**config.mk**
```make
export PLATFORM = sky130hd
export DESIGN_NAME = aca_top
export DESIGN_NICKNAME = d
export VERILOG_FILES = /design/src/aca_pkg.sv /design/src/aca_top.sv
export SDC_FILE = /design/constraint.sdc
export NUM_CORES = 1
export LEC_CHECK = 0
export ABC_AREA = 1
export BUFFER_PORTS_ARGS = -buffer_cell sky130_fd_sc_hd__buf_2
export CORE_ASPECT_RATIO = 1.25
export CORE_MARGIN = 4
export CORE_UTILIZATION = 35
export CTS_BUF_LIST = sky130_fd_sc_hd__clkbuf_16
export DETAILED_ROUTE_END_ITERATION = 8
export SLEW_MARGIN = 20
export SYNTH_ARGS = -nofsm -noshare
export SYNTH_HDL_FRONTEND = slang
export SYNTH_SLANG_ARGS = --single-unit
```
**constraint.sdc**
```tcl
create_clock -name clk -period 42.6 [get_ports clk]
set_clock_uncertainty 0.05 [all_clocks]
set_input_delay 8.52 -clock clk [delete_from_list [all_inputs] [get_ports clk]]
set_output_delay 8.52 -clock clk [all_outputs]
set_load 0.05 [all_outputs]
```
**src/aca_pkg.sv**
```systemverilog
// Purpose: constants, types and conversion table for the alert control block
// Assumes: clk at 100 MHz; registers reached over classic Wishbone
// Notes on behaviour
// Modulator tick is the 1 MHz oscillator divided by four, 250 kHz.
// Three-bit rate field picks one of seven output data rates.
// Conversion lasts one period of the selected data rate.
// Three-bit gain field picks one of six full-scale ranges.
// One code step is the full-scale range over two to the sixteenth.
// Traditional mode asserts above upper limit, releases below lower limit.
// Window mode asserts while result is above upper or below lower.
// Polarity bit picks asserted alert level; default is active low.
// Latched alert holds until result read or won alert response.
// Queue field needs one, two or four hits; last code disables.
// Disabled comparator releases the open-drain alert pin high.
// Limit sign bits 1 and 0 with queue enabled select ready mode.
// Ready mode, continuous: about 8 us pulse after every conversion.
// Ready mode, single-shot: alert drives asserted level at conversion end.
// Cleared latch reasserts on later violation; conversions stay untouched.
// Alert response address answered with own address when alert asserted; the code answers only while a latched comparator alert is active.
// Lowest address wins arbitration and clears; losers keep their alert.
// Window mode status bit is 1 for upper, 0 for lower violation.
// Continuous mode restarts at once; reads give latest result.
// Single-shot start powers up 25 us, runs one conversion, powers down.
// Comparator and queue evaluated once per completed conversion.
package aca_pkg;
  localparam logic [4:0] OFS_RESULT = 5'h00;
  localparam logic [4:0] OFS_CONFIG = 5'h04;
  localparam logic [4:0] OFS_LOWER = 5'h08;
  localparam logic [4:0] OFS_UPPER = 5'h0c;
  localparam logic [4:0] OFS_STATUS = 5'h10;
  localparam int CLK_HZ = 100_000_000;
  localparam int OSC_HZ = 1_000_000;
  localparam int MOD_DIV = 4;
  localparam int OSC_CYCLES = CLK_HZ / OSC_HZ;
  localparam int WAKE_US = 25;
  localparam int WAKE_CYCLES = WAKE_US * (CLK_HZ / 1_000_000);
  localparam int PULSE_US = 8;
  localparam int PULSE_CYCLES = PULSE_US * (CLK_HZ / 1_000_000);
  localparam int MOD_HZ = OSC_HZ / MOD_DIV;
  localparam logic [7:0] ALERT_RESP_ADDR = 8'h19;
  localparam logic [1:0] QUEUE_OFF = 2'h3;
  localparam logic [15:0] LOWER_RESET = 16'h8000;
  localparam logic [15:0] UPPER_RESET = 16'h7fff;

  typedef struct packed {
    logic [2:0] gain_range_select;
    logic single_mode;
    logic [2:0] rate_select;
    logic window_mode;
    logic alert_polarity;
    logic alert_latch_enable;
    logic [1:0] fault_queue_count;
  } aca_cfg_t;

  localparam aca_cfg_t CFG_RESET = '{3'h2, 1'b1, 3'h4, 1'b0, 1'b0, 1'b0,
                                     2'h3};

  typedef enum logic [1:0] {
    CV_IDLE = 2'b00,
    CV_WAKE = 2'b01,
    CV_RUN = 2'b10
  } aca_conv_t;

  typedef enum logic [2:0] {
    SM_IDLE = 3'b000,
    SM_ADDR = 3'b001,
    SM_ACK = 3'b010,
    SM_SEND = 3'b011,
    SM_DONE = 3'b100
  } aca_smb_t;

  // Modulator ticks per conversion for each data rate
  function automatic logic [11:0] conv_ticks(input logic [2:0] rate);
    int sps;
    sps = 3300;
    unique case (rate)
      3'h0: sps = 128;
      3'h1: sps = 250;
      3'h2: sps = 490;
      3'h3: sps = 920;
      3'h4: sps = 1600;
      3'h5: sps = 2400;
      default: sps = 3300;
    endcase
    conv_ticks = 12'(MOD_HZ / sps);
  endfunction
endpackage

```
**src/aca_top.sv**
```systemverilog
// Purpose: conversion sequencing, digital comparator, alert pin, alert reply
// Assumes: converter core delivers a signed code on conv_result at conv_done
// Notes: alert and sda pins are open drain; oe high pulls the line low
//
// The implementer's own choices: the Wishbone slave port and the register offsets.
`timescale 1ns/1ns
`default_nettype none
module aca_top (
  input wire logic clk,
  input wire logic nrst,
  input wire logic wb_cyc_i,
  input wire logic wb_stb_i,
  input wire logic wb_we_i,
  input wire logic [4:0] wb_adr_i,
  input wire logic [3:0] wb_sel_i,
  input wire logic [31:0] wb_dat_i,
  output logic [31:0] wb_dat_o,
  output logic wb_ack_o,
  input wire logic [15:0] conv_result,
  output logic conv_power,
  output logic mod_tick,
  output logic conv_done,
  output logic [2:0] gain_range_select,
  input wire logic [6:0] target_address,
  input wire logic scl_i,
  input wire logic sda_i,
  output logic sda_o,
  output logic sda_oe,
  output logic alert_o,
  output logic alert_oe
);
  aca_pkg::aca_cfg_t cfg, next_cfg;
  logic [15:0] lower_limit, next_lower_limit;
  logic [15:0] upper_limit, next_upper_limit;
  logic [15:0] result, next_result;
  logic [31:0] next_wb_dat_o;
  logic next_wb_ack_o;
  logic trig_req;
  logic rd_result;
  logic bus_take;
  aca_pkg::aca_conv_t cv_state, next_cv_state;
  logic alert_active, next_alert_active;
  logic status_hi, next_status_hi;
  logic ready_mode;

  // Register bus
  assign bus_take = wb_cyc_i & wb_stb_i & ~wb_ack_o;
  always_comb begin
    next_cfg = cfg;
    next_lower_limit = lower_limit;
    next_upper_limit = upper_limit;
    next_wb_ack_o = bus_take;
    next_wb_dat_o = 32'h0;
    trig_req = 1'b0;
    rd_result = 1'b0;
    if (bus_take && wb_we_i) begin
      unique case (wb_adr_i)
        aca_pkg::OFS_CONFIG: begin
          if (wb_sel_i[0]) begin
            next_cfg.rate_select = wb_dat_i[7:5];
            next_cfg.window_mode = wb_dat_i[4];
            next_cfg.alert_polarity = wb_dat_i[3];
            next_cfg.alert_latch_enable = wb_dat_i[2];
            next_cfg.fault_queue_count = wb_dat_i[1:0];
          end
          if (wb_sel_i[1]) begin
            next_cfg.gain_range_select = wb_dat_i[11:9];
            next_cfg.single_mode = wb_dat_i[8];
            trig_req = wb_dat_i[15];
          end
        end
        aca_pkg::OFS_LOWER: begin
          if (wb_sel_i[0]) next_lower_limit[7:0] = wb_dat_i[7:0];
          if (wb_sel_i[1]) next_lower_limit[15:8] = wb_dat_i[15:8];
        end
        aca_pkg::OFS_UPPER: begin
          if (wb_sel_i[0]) next_upper_limit[7:0] = wb_dat_i[7:0];
          if (wb_sel_i[1]) next_upper_limit[15:8] = wb_dat_i[15:8];
        end
        default: begin
        end
      endcase
    end else if (bus_take) begin
      unique case (wb_adr_i)
        aca_pkg::OFS_RESULT: begin
          next_wb_dat_o = {16'h0, result};
          rd_result = 1'b1;
        end
        aca_pkg::OFS_CONFIG: next_wb_dat_o = {16'h0,
          cv_state == aca_pkg::CV_IDLE, 3'h0, cfg};
        aca_pkg::OFS_LOWER: next_wb_dat_o = {16'h0, lower_limit};
        aca_pkg::OFS_UPPER: next_wb_dat_o = {16'h0, upper_limit};
        aca_pkg::OFS_STATUS: next_wb_dat_o = {28'h0, ready_mode,
          status_hi, alert_active, cv_state != aca_pkg::CV_IDLE};
        default: next_wb_dat_o = 32'h0;
      endcase
    end
  end

  always_ff @(posedge clk) begin
    if (!nrst) begin
      cfg <= aca_pkg::CFG_RESET;
      lower_limit <= aca_pkg::LOWER_RESET;
      upper_limit <= aca_pkg::UPPER_RESET;
      wb_ack_o <= 1'b0;
      wb_dat_o <= 32'h0;
    end else begin
      cfg <= next_cfg;
      lower_limit <= next_lower_limit;
      upper_limit <= next_upper_limit;
      wb_ack_o <= next_wb_ack_o;
      wb_dat_o <= next_wb_dat_o;
    end
  end

  // Oscillator and modulator dividers
  logic [6:0] osc_cnt, next_osc_cnt;
  logic [1:0] mod_cnt, next_mod_cnt;
  logic next_mod_tick;
  always_comb begin
    next_osc_cnt = osc_cnt + 7'h1;
    next_mod_cnt = mod_cnt;
    next_mod_tick = 1'b0;
    if (osc_cnt == 7'(aca_pkg::OSC_CYCLES - 1)) begin
      next_osc_cnt = 7'h0;
      next_mod_cnt = mod_cnt + 2'h1;
      next_mod_tick = (mod_cnt == 2'(aca_pkg::MOD_DIV - 1));
    end
  end

  always_ff @(posedge clk) begin
    if (!nrst) begin
      osc_cnt <= 7'h0;
      mod_cnt <= 2'h0;
      mod_tick <= 1'b0;
    end else begin
      osc_cnt <= next_osc_cnt;
      mod_cnt <= next_mod_cnt;
      mod_tick <= next_mod_tick;
    end
  end

  // Conversion sequencer
  logic [11:0] cv_cnt, next_cv_cnt;
  logic [11:0] cv_len, next_cv_len;
  logic cv_single, next_cv_single;
  logic next_conv_done, next_conv_power;
  always_comb begin
    next_cv_state = cv_state;
    next_cv_cnt = cv_cnt;
    next_cv_len = cv_len;
    next_cv_single = cv_single;
    next_conv_done = 1'b0;
    next_result = result;
    unique case (cv_state)
      aca_pkg::CV_IDLE: begin
        if (!cfg.single_mode || trig_req) begin
          next_cv_state = aca_pkg::CV_WAKE;
          next_cv_cnt = 12'h0;
          next_cv_single = cfg.single_mode;
        end
      end
      aca_pkg::CV_WAKE: begin
        next_cv_cnt = cv_cnt + 12'h1;
        if (cv_cnt == 12'(aca_pkg::WAKE_CYCLES - 1)) begin
          next_cv_state = aca_pkg::CV_RUN;
          next_cv_cnt = 12'h0;
          next_cv_len = aca_pkg::conv_ticks(cfg.rate_select);
        end
      end
      aca_pkg::CV_RUN: begin
        if (mod_tick) next_cv_cnt = cv_cnt + 12'h1;
        if (mod_tick && cv_cnt == cv_len - 12'h1) begin
          next_conv_done = 1'b1;
          next_result = conv_result;
          next_cv_cnt = 12'h0;
          if (cv_single || cfg.single_mode) begin
            next_cv_state = aca_pkg::CV_IDLE;
          end else begin
            next_cv_len = aca_pkg::conv_ticks(cfg.rate_select);
          end
        end
      end
      default: next_cv_state = aca_pkg::CV_IDLE;
    endcase
    next_conv_power = next_cv_state != aca_pkg::CV_IDLE;
  end

  always_ff @(posedge clk) begin
    if (!nrst) begin
      cv_state <= aca_pkg::CV_IDLE;
      cv_cnt <= 12'h0;
      cv_len <= 12'h0;
      cv_single <= 1'b1;
      conv_done <= 1'b0;
      conv_power <= 1'b0;
      result <= 16'h0;
      gain_range_select <= aca_pkg::CFG_RESET.gain_range_select;
    end else begin
      cv_state <= next_cv_state;
      cv_cnt <= next_cv_cnt;
      cv_len <= next_cv_len;
      cv_single <= next_cv_single;
      conv_done <= next_conv_done;
      conv_power <= next_conv_power;
      result <= next_result;
      gain_range_select <= cfg.gain_range_select;
    end
  end

  // Comparator, fault queue and alert pin
  logic [2:0] q_cnt, next_q_cnt;
  logic [9:0] pulse_cnt, next_pulse_cnt;
  logic rdy_hold, next_rdy_hold;
  logic above, below, hit, reach, asserted;
  logic [2:0] need;
  logic smb_win;
  logic next_alert_oe;
  assign ready_mode = upper_limit[15] && !lower_limit[15] &&
                      cfg.fault_queue_count != aca_pkg::QUEUE_OFF;
  assign above = $signed(result) > $signed(upper_limit);
  assign below = $signed(result) < $signed(lower_limit);
  always_comb begin
    next_alert_active = alert_active;
    next_status_hi = status_hi;
    next_q_cnt = q_cnt;
    next_pulse_cnt = pulse_cnt;
    next_rdy_hold = rdy_hold;
    need = 3'h1 << cfg.fault_queue_count;
    hit = cfg.window_mode ? (above || below) : above;
    reach = (q_cnt + 3'h1) >= need;
    if (cfg.alert_latch_enable && (rd_result || smb_win)) begin
      next_alert_active = 1'b0;
    end
    if (cfg.fault_queue_count == aca_pkg::QUEUE_OFF || ready_mode) begin
      next_alert_active = 1'b0;
      next_q_cnt = 3'h0;
    end else if (conv_done) begin
      next_q_cnt = hit ? (reach ? q_cnt : q_cnt + 3'h1) : 3'h0;
      if (hit && reach) begin
        next_alert_active = 1'b1;
        next_status_hi = above;
      end else if (!cfg.alert_latch_enable) begin
        if (cfg.window_mode) next_alert_active = 1'b0;
        else if (below) next_alert_active = 1'b0;
      end
    end
    if (pulse_cnt != 10'h0) next_pulse_cnt = pulse_cnt - 10'h1;
    if (trig_req && cv_state == aca_pkg::CV_IDLE) next_rdy_hold = 1'b0;
    if (conv_done && ready_mode) begin
      if (cv_single) next_rdy_hold = 1'b1;
      else next_pulse_cnt = 10'(aca_pkg::PULSE_CYCLES);
    end
    asserted = ready_mode ? (rdy_hold || pulse_cnt != 10'h0) : alert_active;
    // Open drain: only a low level is driven
    next_alert_oe = (asserted != cfg.alert_polarity);
    if (cfg.fault_queue_count == aca_pkg::QUEUE_OFF) begin
      next_alert_oe = 1'b0;
    end
  end

  always_ff @(posedge clk) begin
    if (!nrst) begin
      alert_active <= 1'b0;
      status_hi <= 1'b0;
      q_cnt <= 3'h0;
      pulse_cnt <= 10'h0;
      rdy_hold <= 1'b0;
      alert_oe <= 1'b0;
      alert_o <= 1'b0;
    end else begin
      alert_active <= next_alert_active;
      status_hi <= next_status_hi;
      q_cnt <= next_q_cnt;
      pulse_cnt <= next_pulse_cnt;
      rdy_hold <= next_rdy_hold;
      alert_oe <= next_alert_oe;
      alert_o <= 1'b0;
    end
  end

  // Alert response target on the serial bus
  logic [2:0] scl_sy, sda_sy;
  logic [6:0] addr_s1, addr_s2;
  aca_pkg::aca_smb_t sm_state, next_sm_state;
  logic [7:0] sh, next_sh;
  logic [3:0] bit_cnt, next_bit_cnt;
  logic next_sda_oe;
  logic scl_rise, scl_fall, bus_start, bus_stop;
  assign scl_rise = scl_sy[1] && !scl_sy[2];
  assign scl_fall = !scl_sy[1] && scl_sy[2];
  assign bus_start = scl_sy[1] && sda_sy[2] && !sda_sy[1];
  assign bus_stop = scl_sy[1] && !sda_sy[2] && sda_sy[1];
  always_comb begin
    next_sm_state = sm_state;
    next_sh = sh;
    next_bit_cnt = bit_cnt;
    next_sda_oe = sda_oe;
    smb_win = 1'b0;
    if (bus_start) begin
      next_sm_state = aca_pkg::SM_ADDR;
      next_bit_cnt = 4'h0;
      next_sda_oe = 1'b0;
    end else if (bus_stop) begin
      next_sm_state = aca_pkg::SM_IDLE;
      next_sda_oe = 1'b0;
    end else begin
      unique case (sm_state)
        aca_pkg::SM_IDLE: next_sda_oe = 1'b0;
        aca_pkg::SM_ADDR: begin
          if (scl_rise) begin
            next_sh = {sh[6:0], sda_sy[1]};
            next_bit_cnt = bit_cnt + 4'h1;
          end
          if (scl_fall && bit_cnt == 4'h8) begin
            if (sh == aca_pkg::ALERT_RESP_ADDR && alert_active &&
                cfg.alert_latch_enable) begin
              next_sm_state = aca_pkg::SM_ACK;
              next_sda_oe = 1'b1;
            end else begin
              next_sm_state = aca_pkg::SM_IDLE;
            end
          end
        end
        aca_pkg::SM_ACK: begin
          if (scl_fall) begin
            next_sm_state = aca_pkg::SM_SEND;
            next_sh = {addr_s2, status_hi};
            next_sda_oe = !addr_s2[6];
            next_bit_cnt = 4'h0;
          end
        end
        aca_pkg::SM_SEND: begin
          if (scl_rise) begin
            if (sh[7] && !sda_sy[1]) begin
              next_sm_state = aca_pkg::SM_IDLE;
              next_sda_oe = 1'b0;
            end else begin
              next_bit_cnt = bit_cnt + 4'h1;
              if (bit_cnt == 4'h7) begin
                smb_win = 1'b1;
                next_sm_state = aca_pkg::SM_DONE;
              end
            end
          end else if (scl_fall) begin
            next_sh = {sh[6:0], 1'b0};
            next_sda_oe = !sh[6];
          end
        end
        aca_pkg::SM_DONE: begin
          if (scl_fall) begin
            next_sm_state = aca_pkg::SM_IDLE;
            next_sda_oe = 1'b0;
          end
        end
        default: next_sm_state = aca_pkg::SM_IDLE;
      endcase
    end
  end

  always_ff @(posedge clk) begin
    if (!nrst) begin
      scl_sy <= 3'h7;
      sda_sy <= 3'h7;
      addr_s1 <= 7'h0;
      addr_s2 <= 7'h0;
      sm_state <= aca_pkg::SM_IDLE;
      sh <= 8'h0;
      bit_cnt <= 4'h0;
      sda_oe <= 1'b0;
      sda_o <= 1'b0;
    end else begin
      scl_sy <= {scl_sy[1:0], scl_i};
      sda_sy <= {sda_sy[1:0], sda_i};
      addr_s1 <= target_address;
      addr_s2 <= addr_s1;
      sm_state <= next_sm_state;
      sh <= next_sh;
      bit_cnt <= next_bit_cnt;
      sda_oe <= next_sda_oe;
      sda_o <= 1'b0;
    end
  end
endmodule
`default_nettype wire

```
==> impl.org <==
** Status
- Status :: finished, final reports clean

** Worst setup path
- Required time at the worst-slack endpoint :: 42880 ps
- Worst r2r path cells :: 304
- The worst setup path is launched from a flop.
- For the worst setup path, the data arrival time is 40280 ps.
- The slowest stage of the critical path is the sky130_fd_sc_hd__ha_1 cell.
- The worst register-to-register path ends at cv_len[0]$_SDFFE_PN0P_.
- In this run the critical register-to-register path is launched from cfg[6]$_SDFFE_PN0P_.
- For this run, the slowest stage of the critical path takes 360 ps.
- Crit Path Class :: flop to flop
- The cell that appears most often on the critical path is sky130_fd_sc_hd__nand2_1.
- Critical Path Sink Type :: flop
- Setup slack of the most critical reg-to-reg path :: 2590 ps
- Along the worst path, the maximum fanout reaches 12.

** Clocking
- Clock buffer count from CTS :: 17
- Clock transition at the register clock pins on the worst setup and hold paths after CTS :: 70 ps
- The tree built by TritonCTS fans out to 172 sinks.
- Deepest clock path buffer count :: 2
- TritonCTS clock tree :: done
- H-tree depth reported by CTS :: 4
- The tree is rooted in a sky130_fd_sc_hd__clkbuf_16.
- The clock reaches the later pin of the worst-skew pair after 440 ps.

** Floorplanning
- The core region is 84600 sq um.
- In this run the horizontal extent of the chip is 270 microns.
- In this run the core area contains 119 standard-cell rows.
- Boundary Pins :: approximately 110
- Chip height :: 335 microns
- Initial Utilization :: 0.354
- The die covers 90300 sq um.

** STA
- For the finished layout, the period the worst path requires is 40010 ps.
- In the finished design, the share of the clock period the worst path needs comes to 0.939.
- Max-slew violation count :: 0
- Pin slew with the least headroom to its limit :: 1130 ps
- Endpoints failing hold :: 0
- Slew headroom :: 0.245
- Setup TNS Final :: 0 ps
- Setup violations remaining at the end of the flow were counted as 0.
- Static timing analysis puts the maximum clock frequency at 0.0250 GHz.

** Route
- For this block, the initial DRC count from the detailed router was 2119.
- After detailed routing, the number of vias per cell comes to 5.15.
- DRT antenna net count :: 0
- The first detailed-routing pass ran for 6 iterations.
- DRC viols :: 0
- Via Count :: about 32000
- Average wire per cell in the routed design :: ~16 microns
- After detailed routing, the total wire length is 101 mm.

** GRT
- Overall fraction of global-route tracks in use :: 0.209
- The via count of the first global-routing pass is between 30000 and 40000.
- In this run the most used layer during global routing was met2.
- Global Route met3 Usage :: 0.0116
- Initial antenna violation count :: 0
- Global-route wire length before repair :: 156 mm
- Met1 layer usage reported by global route :: 0.248
- Entering global routing, the biggest net connects 96 pins.
- Global route total overflow :: 0
- For met2 alone, demand over resource in global routing was 0.395.

** Logic synthesis
- Synthesized instance count :: 4875
- Area of the mapped netlist :: 29900 sq um
- For this run, the number of Yosys warnings is 0.
- Of the synthesized area, sequential elements account for 0.115.
- Among all flip-flop cells after synthesis, the most frequent one is sky130_fd_sc_hd__dfxtp_1.
- Averaged over all synthesized cells, the footprint is approximately 6.1 sq um.
- Synthesized-area fraction occupied by adder cells :: 0.102
- Counting distinct cell types in the post-synthesis netlist gives a little over 80.
- Summed over all instances, the cell type with the most area after synthesis is sky130_fd_sc_hd__nand2_1.
- Async SR Flop Fraction :: 0
- Of the post-synthesis cell area, the dominant cell type holds 0.144.
- Largest family of logic cells by synthesized area :: simple AND/OR/NAND/NOR gates
- Number of enable flip-flop cells after synthesis :: 0
- The share of the synthesized area in compound gates (AO/OA/AOI/OAI) was 0.133.
- Of the total synthesized cell area, the portion taken by AND, OR, NAND and NOR gates is 0.455.
- Share of cell area taken by muxes after synthesis :: 0
- Parity-gate share of the synthesized area counting xor and xnor cells :: 0.0582
- After synthesis the netlist holds a flip-flop and latch count of 172.
- Leading cell types by total area after synthesis :: sky130_fd_sc_hd__nand2_1 (14%), sky130_fd_sc_hd__dfxtp_1 (12%), sky130_fd_sc_hd__ha_1 (10%)

** Place
- Port buffering added 77 buffers.
- Detailed placement ended at an HPWL of between 70 and 80 mm.
- GP Congestion :: approximately 0.96

** Flow run
- Max-cap violation count :: 0

** Worst hold path
- Hold depth :: 2
- The worst hold path begins at addr_s1[5]$_SDFF_PN0_.
- Destination of the worst hold path :: addr_s2[5]$_SDFF_PN0_
- The path class of the tightest hold or removal check is flop to flop.

** Final layout
- Number of antenna cells inserted :: 0
- Nets@finish :: 5525
- Of the cells placed in the final design, the portion with a size suffix greater than 1 is 0.228.
- Layout area overhead :: 16.8%
## cell usage after synthesis, types with 68 or more instances
| master | number |
|---|---|
| sky130_fd_sc_hd__ha_1 | 245 |
| sky130_fd_sc_hd__nor3_1 | 68 |
| sky130_fd_sc_hd__xor2_1 | 134 |
| sky130_fd_sc_hd__nand2_2 | 157 |
| sky130_fd_sc_hd__nand4_1 | 128 |
| sky130_fd_sc_hd__nand2_1 | 1148 |
| sky130_fd_sc_hd__nand3_2 | 91 |
| sky130_fd_sc_hd__dfxtp_1 | 172 |
| sky130_fd_sc_hd__nor2_1 | 459 |
| sky130_fd_sc_hd__a21oi_1 | 227 |
| sky130_fd_sc_hd__inv_1 | 665 |
| sky130_fd_sc_hd__nand3_1 | 377 |
| sky130_fd_sc_hd__o21ai_0 | 249 |
## metal layers
layer / vias to the layer above / wire length [microns]
li1: 16571 / -
met1: 14902 / 42200
met2: 806 / 50600
met3: 218 / 3850
met4: 0 / 4050
met5: - / 0
## how the worst max path moves through the flow
stage          slack (ps)  depth (start not counted)           startpoint                      to
3_5_place_dp         -490                        299  cfg[7]$_SDFFE_PN1P_  cv_len[0]$_SDFFE_PN0P_
6_report             2590                        304  cfg[6]$_SDFFE_PN0P_  cv_len[0]$_SDFFE_PN0P_
5_1_grt              -370                        312  cfg[6]$_SDFFE_PN0P_  cv_len[0]$_SDFFE_PN0P_
3_3_place_gp         -130                        298  cfg[7]$_SDFFE_PN1P_  cv_len[0]$_SDFFE_PN0P_
2_1_floorplan          30                        332  cfg[6]$_SDFFE_PN0P_  cv_len[0]$_SDFFE_PN0P_
4_1_cts                 6                        301  cfg[7]$_SDFFE_PN1P_  cv_len[0]$_SDFFE_PN0P_
## cell families (layout without fill, tap and decap cells)
logic type,Yosys count,count (layout)
flip-flops,172,172
buffers and inverters,880,1203
AO/OA/AOI/OAI,690,690
adder cells (fa/ha/maj),245,245
XOR/XNOR,198,198
AND/OR/NAND/NOR,2688,2691
other,2,23
## registers in the layout, indices dropped and copies added (netlist names), 2 cells and up
signal	flops
lower_limit	16
result	16
upper_limit	16
wb_dat_o	16
cfg	12
cv_cnt	12
cv_len	12
pulse_cnt	10
sh	8
addr_s1	7
addr_s2	7
osc_cnt	7
bit_cnt	4
gain_range_select	3
q_cnt	3
scl_sy	3
sda_sy	3
sm_state	3
cv_state	2
mod_cnt	2
## cells in the final DEF, fill, tap and decap left out, types with 12 or more instances in the layout
cell type	count
sky130_fd_sc_hd__a211oi_1	23
sky130_fd_sc_hd__a21oi_1	188
sky130_fd_sc_hd__a21oi_2	41
sky130_fd_sc_hd__a221oi_1	12
sky130_fd_sc_hd__a31oi_1	17
sky130_fd_sc_hd__buf_2	77
sky130_fd_sc_hd__buf_4	335
sky130_fd_sc_hd__clkbuf_16	20
sky130_fd_sc_hd__clkinv_1	12
sky130_fd_sc_hd__conb_1	23
sky130_fd_sc_hd__dfxtp_1	171
sky130_fd_sc_hd__ha_1	218
sky130_fd_sc_hd__ha_4	22
sky130_fd_sc_hd__inv_1	649
sky130_fd_sc_hd__inv_2	52
sky130_fd_sc_hd__inv_4	16
sky130_fd_sc_hd__nand2_1	1132
sky130_fd_sc_hd__nand2_2	172
sky130_fd_sc_hd__nand2_4	54
sky130_fd_sc_hd__nand3_1	372
sky130_fd_sc_hd__nand3_2	91
sky130_fd_sc_hd__nand3_4	32
sky130_fd_sc_hd__nand3b_1	21
sky130_fd_sc_hd__nand4_1	128
sky130_fd_sc_hd__nor2_1	436
sky130_fd_sc_hd__nor2_2	57
sky130_fd_sc_hd__nor2_4	40
sky130_fd_sc_hd__nor3_1	66
sky130_fd_sc_hd__o211ai_1	29
sky130_fd_sc_hd__o21ai_0	186
sky130_fd_sc_hd__o21ai_1	65
sky130_fd_sc_hd__o21ai_2	34
sky130_fd_sc_hd__o22ai_1	14
sky130_fd_sc_hd__or2_2	28
sky130_fd_sc_hd__xnor2_1	63
sky130_fd_sc_hd__xor2_1	132
## metrics by stage
stage	hold slack, ps	instance area [sq um]	util	instances	worst slack [ps]
2_1_floorplan	340	30000	-	4896	29.3
3_3_place_gp	351	32800	0.388	6216	-128
3_5_place_dp	352	32800	0.388	6216	-491
4_1_cts	374	33400	0.394	6248	6.28
5_1_grt	389	35000	0.413	6311	-365
6_report	368	35000	0.413	6311	2590
## cell type report
class	instances	area, sq um
Sequential cell	172	3440
Fill cell	9098	49600
Clock inverter	15	134
Clock buffer	17	425
Multi-Input combinational cell	3847	23500
Timing Repair inverter	2	11.3
Tap cell	1089	1360
Timing Repair Buffer	427	3160
Inverter	742	2880
## critical path: cells and delay by family, from the launching register on
kind	cells	cell delay (ps)
XOR/XNOR	5	770
AND/OR/NAND/NOR	153	15760
buffers and inverters	56	5660
AO/OA/AOI/OAI	61	8670
adder cells (fa/ha/maj)	29	8500
flip-flops	1	350
## timing repair
action / 4_1_cts / 5_1_grt
cloned: 0 / 8
hold buffers: 0 / 0
pin swaps: 0 / 84
setup buffers: 0 / 55
gates resized for setup: 13 / 280
setup endpoints to repair: 1 / 3
Power is left out: the tool's default activity adds up to more than one toggle a clock period on the data nets, which glitch-free logic cannot reach.
